<file path="src/verilog/refi_pkg.sv">
// constants of the rtc event flag and interrupt enable block
// assumes a byte wide register port with one cycle read latency
package refi_pkg;
  // register byte offsets
  localparam logic [7:0] STATUS_ADDR     = 8'h00;
  localparam logic [7:0] IRQ_ENABLE_ADDR = 8'h01;
  localparam logic [7:0] MASK_ADDR       = 8'h02;
  // status bit positions
  localparam int unsigned BIT_ALARM_ONE  = 0;
  localparam int unsigned BIT_ALARM_TWO  = 1;
  localparam int unsigned BIT_TIMER_ZERO = 2;
  localparam int unsigned BIT_TEMP_READY = 3;
  localparam int unsigned BIT_POWER_FAIL = 5;
  localparam int unsigned BIT_OSC_STOP   = 6;
  localparam int unsigned BIT_SUPPLY_BAT = 7;
  // enable register layout and reset values
  localparam logic [7:0] ENABLE_WR_MASK  = 8'h6F;
  localparam logic [7:0] ENABLE_RESET    = 8'h00;
  localparam logic [7:0] FLAG_RESET      = 8'h40;
  localparam logic [7:0] IRQ_SRC_MASK    = 8'h2F;
  localparam logic [7:0] MASK_RESET      = 8'hFF;
endpackage

</file>
<file path="src/verilog/refi_rdreg.sv">
// output register for read data
// assumes one clock and synchronous active low reset
`timescale 1ns/1ps
module refi_rdreg (
  input  wire logic       clk_sys, // system clock
  input  wire logic       nrst,    // sync reset, low
  input  wire logic [7:0] data_d,  // next read data
  output logic      [7:0] data_q   // registered read data
);
  // hold one cycle of read data
  always_ff @(posedge clk_sys) begin
    if (!nrst) begin
      data_q <= 8'h00;
    end else begin
      data_q <= data_d;
    end
  end
endmodule

</file>
<file path="src/verilog/refi_event_irq.sv">
// event flags, enables and interrupt pin of the rtc core
// assumes event strobes synchronous to clk_sys, one cycle each
//
// Notes on behaviour
// - temp ready flag bit 3 set on one-shot conversion done
// - temp ready flag with its enable drives the interrupt pin
// - timer flag bit 2 set when countdown reaches zero
// - alarm two flag bit 1 set on alarm two match
// - alarm two flag with its enable drives the interrupt pin
// - enable bit 0 gates alarm one; alarm one flag is status bit 0
// - enable bit 6 set holds the oscillator stop flag at zero
// - enable bit 5 gates the power fail interrupt
// - enable bit 3 gates the temp ready interrupt
// - enable bit 2 gates the timer interrupt
// - enable bit 1 gates the alarm two interrupt
// - oscillator stop flag sets on halt, never drives the pin
`timescale 1ns/1ps
module refi_event_irq (
  input  wire logic       clk_sys,       // system clock, 100 MHz
  input  wire logic       nrst,          // sync reset, low
  input  wire logic [7:0] reg_addr,      // register address
  input  wire logic [7:0] reg_wdata,     // write data
  input  wire logic       reg_wr,        // write strobe
  input  wire logic       reg_rd,        // read strobe
  output logic      [7:0] reg_rdata,     // read data, next cycle
  input  wire logic       temp_done,     // one-shot conversion done
  input  wire logic       oneshot_mode,  // conversion in one-shot mode
  input  wire logic       timer_zero,    // countdown reached zero
  input  wire logic       alarm_two_hit, // alarm two match
  input  wire logic       alarm_one_hit, // alarm one match
  input  wire logic       power_fail,    // power fail event
  input  wire logic       osc_stopped,   // oscillator halted, level
  input  wire logic       on_battery,    // running from backup supply
  output logic            irq_n,         // interrupt pin, active low
  output logic            irq_oe         // pin drive enable, open drain
);
  // ****************************************
  // decode
  // ****************************************
  logic [7:0] flag_q, flag_d, en_q, en_d, mask_q, mask_d, set_vec, rd_d;
  logic       rd_status, wr_enable, wr_mask, irq_any;

  // status read is the clear event, so no write path to flags
  assign rd_status = reg_rd && (reg_addr == refi_pkg::STATUS_ADDR);
  assign wr_enable = reg_wr && (reg_addr == refi_pkg::IRQ_ENABLE_ADDR);
  assign wr_mask   = reg_wr && (reg_addr == refi_pkg::MASK_ADDR);

  // ****************************************
  // event set vector
  // ****************************************
  always_comb begin
    set_vec = 8'h00;
    set_vec[refi_pkg::BIT_TEMP_READY] = temp_done && oneshot_mode;
    set_vec[refi_pkg::BIT_TIMER_ZERO] = timer_zero;
    set_vec[refi_pkg::BIT_ALARM_TWO]  = alarm_two_hit;
    set_vec[refi_pkg::BIT_ALARM_ONE]  = alarm_one_hit;
    set_vec[refi_pkg::BIT_POWER_FAIL] = power_fail;
    // mask forces the stop flag low
    set_vec[refi_pkg::BIT_OSC_STOP] = osc_stopped &&
        !en_q[refi_pkg::BIT_OSC_STOP];
  end

  // set wins over the read clear; the stop mask also wipes a flag already set
  assign flag_d = ((rd_status ? 8'h00 : flag_q) | set_vec) &
                  ~(8'(en_q[refi_pkg::BIT_OSC_STOP]) << refi_pkg::BIT_OSC_STOP);
  assign en_d   = wr_enable ? (reg_wdata & refi_pkg::ENABLE_WR_MASK) : en_q;
  assign mask_d = wr_mask ? reg_wdata : mask_q;

  // ****************************************
  // registers
  // ****************************************
  always_ff @(posedge clk_sys) begin
    if (!nrst) begin
      flag_q <= refi_pkg::FLAG_RESET;
      en_q   <= refi_pkg::ENABLE_RESET;
      mask_q <= refi_pkg::MASK_RESET;
    end else begin
      flag_q <= flag_d;
      en_q   <= en_d;
      mask_q <= mask_d;
    end
  end

  // ****************************************
  // interrupt pin
  // ****************************************
  // stop flag excluded by source mask; extra mask is a second gate
  assign irq_any = |(flag_q & en_q & mask_q & refi_pkg::IRQ_SRC_MASK);
  assign irq_n   = !irq_any;
  assign irq_oe  = irq_any;

  // ****************************************
  // read data
  // ****************************************
  always_comb begin
    rd_d = 8'h00;
    if (reg_rd) begin
      unique case (reg_addr)
        refi_pkg::STATUS_ADDR: begin
          rd_d = flag_q;
          rd_d[refi_pkg::BIT_SUPPLY_BAT] = on_battery;
        end
        refi_pkg::IRQ_ENABLE_ADDR: rd_d = en_q;
        refi_pkg::MASK_ADDR:       rd_d = mask_q;
        default:                   rd_d = 8'h00;
      endcase
    end
  end

  refi_rdreg u_rdreg (
    .clk_sys (clk_sys),
    .nrst    (nrst),
    .data_d  (rd_d),
    .data_q  (reg_rdata)
  );

  // ****************************************
  // checks
  // ****************************************
  chk_temp_set: assert property (@(posedge clk_sys) disable iff (!nrst)
    temp_done && oneshot_mode |=> flag_q[refi_pkg::BIT_TEMP_READY])
    else $error("temp ready flag not set");
  chk_timer_set: assert property (@(posedge clk_sys) disable iff (!nrst)
    timer_zero |=> flag_q[refi_pkg::BIT_TIMER_ZERO])
    else $error("timer flag not set");
  chk_alarm2_set: assert property (@(posedge clk_sys) disable iff (!nrst)
    alarm_two_hit |=> flag_q[refi_pkg::BIT_ALARM_TWO])
    else $error("alarm two flag not set");
  chk_alarm1_irq: assert property (@(posedge clk_sys) disable iff (!nrst)
    alarm_one_hit && en_q[refi_pkg::BIT_ALARM_ONE] && mask_q[refi_pkg::BIT_ALARM_ONE]
    && !wr_enable && !wr_mask |=> !irq_n)
    else $error("alarm one irq missing");
  chk_osc_mask: assert property (@(posedge clk_sys) disable iff (!nrst)
    en_q[refi_pkg::BIT_OSC_STOP] |=> !flag_q[refi_pkg::BIT_OSC_STOP])
    else $error("masked stop flag set");
  chk_osc_noirq: assert property (@(posedge clk_sys) disable iff (!nrst)
    irq_any |-> |(flag_q & en_q & refi_pkg::IRQ_SRC_MASK))
    else $error("stop flag drove irq");
  chk_read_clear: assert property (@(posedge clk_sys) disable iff (!nrst)
    rd_status && set_vec == 8'h00 |=> flag_q == 8'h00 ##0 irq_n)
    else $error("read did not clear");
  chk_read_data: assert property (@(posedge clk_sys) disable iff (!nrst)
    reg_rd && reg_addr == refi_pkg::IRQ_ENABLE_ADDR |=> reg_rdata == $past(en_q))
    else $error("enable readback wrong");
  chk_en_reset: assert property (@(posedge clk_sys)
    !nrst |=> en_q == refi_pkg::ENABLE_RESET)
    else $error("enable not reset");
  chk_pin_gate: assert property (@(posedge clk_sys) disable iff (!nrst)
    (en_q & refi_pkg::IRQ_SRC_MASK) == 8'h00 |-> irq_n && !irq_oe)
    else $error("irq without enable");
endmodule

</file>
<file path="config.mk">
export PLATFORM = sky130hd
export DESIGN_NAME = refi_event_irq
export DESIGN_NICKNAME = d
export VERILOG_FILES = /design/src/verilog/refi_pkg.sv /design/src/verilog/refi_rdreg.sv /design/src/verilog/refi_event_irq.sv
export SDC_FILE = /design/constraint.sdc
export NUM_CORES = 1
export LEC_CHECK = 0
export BUFFER_PORTS_ARGS = -buffer_cell sky130_fd_sc_hd__buf_4
export CORE_UTILIZATION = 40
export DETAILED_ROUTE_END_ITERATION = 10
export GPL_TIMING_DRIVEN = 0
export SLEW_MARGIN = 20
export SYNTH_ARGS = -nofsm -noshare
export SYNTH_HDL_FRONTEND = slang
export SYNTH_SLANG_ARGS = --single-unit
</file>
<file path="constraint.sdc">
create_clock -name clk_sys -period 2.4 [get_ports clk_sys]
set_input_delay 0.36 -clock clk_sys [delete_from_list [all_inputs] [get_ports clk_sys]]
set_output_delay 0.36 -clock clk_sys [all_outputs]
set_load 0.02 [all_outputs]
</file>
After elaboration in Yosys (flattened, before gate mapping)
Cells that the tools add are included.
- output and inout port bits: 10
- input port bits: 28
- register bits: 30
- multiplexer cells: 2
- reductions and logical operators: 10
- bitwise gates (word level): 5
- equal/unequal tests: 2
- operator list (operator ; number):
    case mux 8 bit (3 select lines) ; 1
    AND 6 bit ; 2
    AND 8 bit ; 1
    == test 8 x 1 -> 1 bit (second input constant) ; 1
    == test 8 x 2 -> 1 bit (second input constant) ; 1
    logical NOT 8 bit ; 1
    2-to-1 mux 8 bit ; 1
    inverter 7 -> 8 bit ; 1
    OR 8 x 7 -> 8 bit ; 1
    logical AND 1 bit ; 5
    OR reduction 5 bit ; 1
    logical NOT 1 bit ; 2
    AND reduction 2 bit ; 1

Longest topological paths before layout
- depth after elaboration: 5
- gate-level depth with buffers: 6

Modules after synthesis
From an unflattened synthesis, not the netlist that was laid out.
- cell total of the unflattened synthesis: 133
- area total of the unflattened synthesis: 1263.7 um2
- modules (own cells, without submodules) (module ; seq. area each (um2) ; times used ; area each (um2) ; cells an instance):
    refi_event_irq ; 400.4 ; 1 ; 1053.5 ; 117
    refi_rdreg ; 160.2 ; 1 ; 210.2 ; 16

Least setup slack after synthesis
Ideal clock, no wire load.
- path type: register to output
- start: register flag_q[5]
- end: output irq_n
- slack: 1.061 ns
- buffers on the path: 0
- arrival time: 0.979 ns
- stages on the path, launching flop included: 3
- cell sequence: dfxtp_1 > and3_1 > nor3_1
- longest elaborated chain between the ends: 4
- RTL lines (element ; line ; text):
    start: declaration ; refi_event_irq.sv:40 ; logic [7:0] flag_q, flag_d, en_q, en_d, mask_q, mask_d, set_vec, rd_d;
    start signal: assignment ; refi_event_irq.sv:74 ; flag_q <= refi_pkg::FLAG_RESET;
    start signal: assignment ; refi_event_irq.sv:78 ; flag_q <= flag_d;
    AND 6 bit (2 in series) ; refi_event_irq.sv:88 ; assign irq_any = |(flag_q & en_q & mask_q & refi_pkg::IRQ_SRC_MASK);
    OR reduction 5 bit ; refi_event_irq.sv:88 ;
    logical NOT 1 bit ; refi_event_irq.sv:89 ; assign irq_n = !irq_any;
    end: declaration ; refi_event_irq.sv:34 ; output logic irq_n,
No other way between the ends.

Worst setup path in the final report
- start: register flag_q[5]
- end: output irq_oe
- longest elaborated chain between the ends: 3
- RTL lines (element ; line ; text):
    AND 6 bit (2 in series) ; refi_event_irq.sv:88 ;
    OR reduction 5 bit ; refi_event_irq.sv:88 ;
    end: declaration ; refi_event_irq.sv:35 ; output logic irq_oe
No other way between the ends.

==> qor.txt <==
max_cap viols -> 0
worst-margin pin slew -> 531 ps
Reg clk slew, reported paths -> 150 ps
area delta synth->final -> 26.0%
pwr dens -> 486 nW/um^2
hold depth -> 3
Synth Flop Type -> dfxtp_1
DRC Markers -> 0
Synth area leaders -> dfxtp_1, mux2i_1, nor2b_1, nand2_1, a2bb2oi_1
Synth async-reset ratio -> 0
vias in the first global route -> 1034
clk buf depth -> 2
Layout Nets -> 209
crit-path max FO -> 3
gr ovfl total -> 0
Hold Crit Class -> input pin to register
final hold vios -> 0
count of pins over their slew limit -> 0
register share of total power -> 0.583
CTS Buf Count -> 3
HP Start -> reg_wdata[1]
Switching Fraction -> 0.238
length of routed met2 wiring -> 1520 um
kind of end point of the critical path -> primary output
Skew-Pair Late Insertion Delay -> 330 ps
clock root buffer -> clkbuf_4
Post-CTS Hold Fix Bufs -> 0
Core Box Area -> 3100 sq um
reg-to-reg critical path startpoint -> en_q[1]$_SDFFE_PN0P_
met3 WL -> 127 um
share of layout cells above drive strength 1 -> 0.283
syn avg cell area -> 9.40 sq um
detailed placement HPWL -> 2340 um
drt via density -> 5.08
Syn Nets -> 170
initial antenna violation count -> 0
Peak Freq -> 566 MHz
Comb pwr share -> 0.131
largest net degree at the start of global routing -> 16
clock share of power -> 0.286
reg-to-reg slack, setup -> 1530 ps
DRT Pass-1 Iters -> 4
ANT cells -> 0
Synth cell types -> 28
Hold Slack -> 270 ps
most frequent cells in the layout -> buf_4, dfxtp_1, mux2i_1
gr usage total -> 0.189
Netlist Area Pre-Place -> 1340 sq um
post-synth top area share -> 0.420
Reg2Reg Depth -> 3
Ys Warns -> 0
Post-Route Skew -> 2.29 ps
leakage power figure -> 0.701 nW
H-tree level count -> 1
DRT iter0 DRCs -> 23
Startpoint Class -> register
CTS tree -> yes
clock sink count -> 28
Worst EP arrival -> 1410 ps
row cnt -> 20
Die Height -> 59.8 um
IO Pins -> 38
# fillers -> 316
Initial Util -> 0.430
final setup violation count -> 0
slew margin rel. -> 0.646
fin crit period -> 1770 ps
wire per inst -> 14.4 um
Internal Pwr Total -> 0.000622 W
EDFF count, synth -> 0
first-pass GRT wire length -> 4900 um
run status -> completed
Psw -> 0.000195 W
fin crit share -> 0.736
critical path type -> register to primary output
Final ANT Viol Nets -> 0
Mapped Cells -> 142
RSZ-0062 raised after global routing -> false
Worst EP required -> 2040 ps
Die ar. -> 3570 sq um
Yosys top cell by area -> dfxtp_1
post-cts sizing count -> 0
via count -> 1139
Max VDD drop -> 282 uV
sequential cell area fraction in the yosys report -> 0.420
drt total wl -> 3220 um
IO Port Bufs -> 34
most common cell after layout, fill and taps aside -> buf_4
Pwr Total -> 0.000817 W
total negative slack -> 0 ps
flops & latches, synth -> 28
worst hold endpoint -> en_q[1]$_SDFFE_PN0P_
chip width -> 59.8 um
DR top layer -> met4
Placer Congestion -> 0.738
setup bufs post-CTS -> 0
Reg-to-Reg End -> u_rdreg.data_q[1]$_SDFF_PN0_
M1 WL -> 1550 um
==> power by group through the flow <==
| stage | combinational [W] | clock [W] | sequential, W |
|---|---|---|---|
| detailed placement | 0.000108 | 0 | 0.000486 |
| global route | 0.000115 | 0.000259 | 0.000477 |
| CTS | 0.000108 | 0.000238 | 0.000476 |
| finish | 0.000107 | 0.000234 | 0.000476 |
| global placement | 0.000105 | 0 | 0.000486 |
| floorplan | 0.0000566 | 0 | 0.000485 |
==> flip-flops by register name, summed over array words and instances, names as in the netlist <==
name	flops
flag_q	6
u_rdreg.data_q	8
mask_q	8
en_q	6
==> worst max-delay path: stages (launching register included) <==
cell and delay (ps):
dfxtp_1 350, and3_1 200, or3_1 360, buf_4 160
==> synth_stat cells (2+ instances only) <==
cell / count
o21ai_0: 4
mux2i_1: 21
buf_6: 3
and4_2: 2
dfxtp_1: 28
nor2b_1: 17
and3_1: 2
buf_2: 2
nor2_1: 9
clkbuf_1: 5
nand2_1: 15
a21oi_1: 5
nand3_1: 4
nor3_1: 6
a2bb2oi_1: 6
==> routing by layer <==
layer	up-vias	GRT usage
met5	-	0
met4	0	0.0532
met3	4	0.0433
met2	25	0.313
met1	542	0.246
li1	568	-
==> stage by stage <==
step                 util  instances  setup slack, ps  cell area [sq um]
floorplan               -        142             1060               1340
global placement    0.530        220              895               1650
detailed placement  0.530        220              785               1650
CTS                 0.542        224              634               1680
global route        0.542        224              580               1680
finish              0.542        224              634               1680
==> cell families (layout without fill, tap and decap cells) <==
kind of cell	Yosys count	after routing	synth area share
multiplexers	21	21	0.157
buffers and inverters	12	50	0.0618
AO/OA/AOI/OAI	19	19	0.0956
flip-flops	28	28	0.420
AND/OR/NAND/NOR	62	62	0.265
==> layout make-up <==
type | count | area (sq um) | area share
Buffer | 12 | 82.6 | 0.0491
Clock buffer | 4 | 36.3 | 0.0216
Multi-Input combinational cell | 102 | 692 | 0.411
Sequential cell | 28 | 561 | 0.333
Tap cell | 44 | 55.1 | 0.0327
Timing Repair Buffer | 34 | 255 | 0.152
==> worst max path at each step <==
stage	from	endpoint	depth (start not counted)
2_1_floorplan	flag_q[5]$_SDFF_PN0_	irq_n	2
3_3_place_gp	nrst	flag_q[1]$_SDFF_PN0_	4
3_5_place_dp	nrst	flag_q[0]$_SDFF_PN0_	4
4_1_cts	flag_q[5]$_SDFF_PN0_	irq_oe	3
5_1_grt	flag_q[5]$_SDFF_PN0_	irq_oe	3
6_report	flag_q[5]$_SDFF_PN0_	irq_oe	3
(Power assumes the default switching activity.)
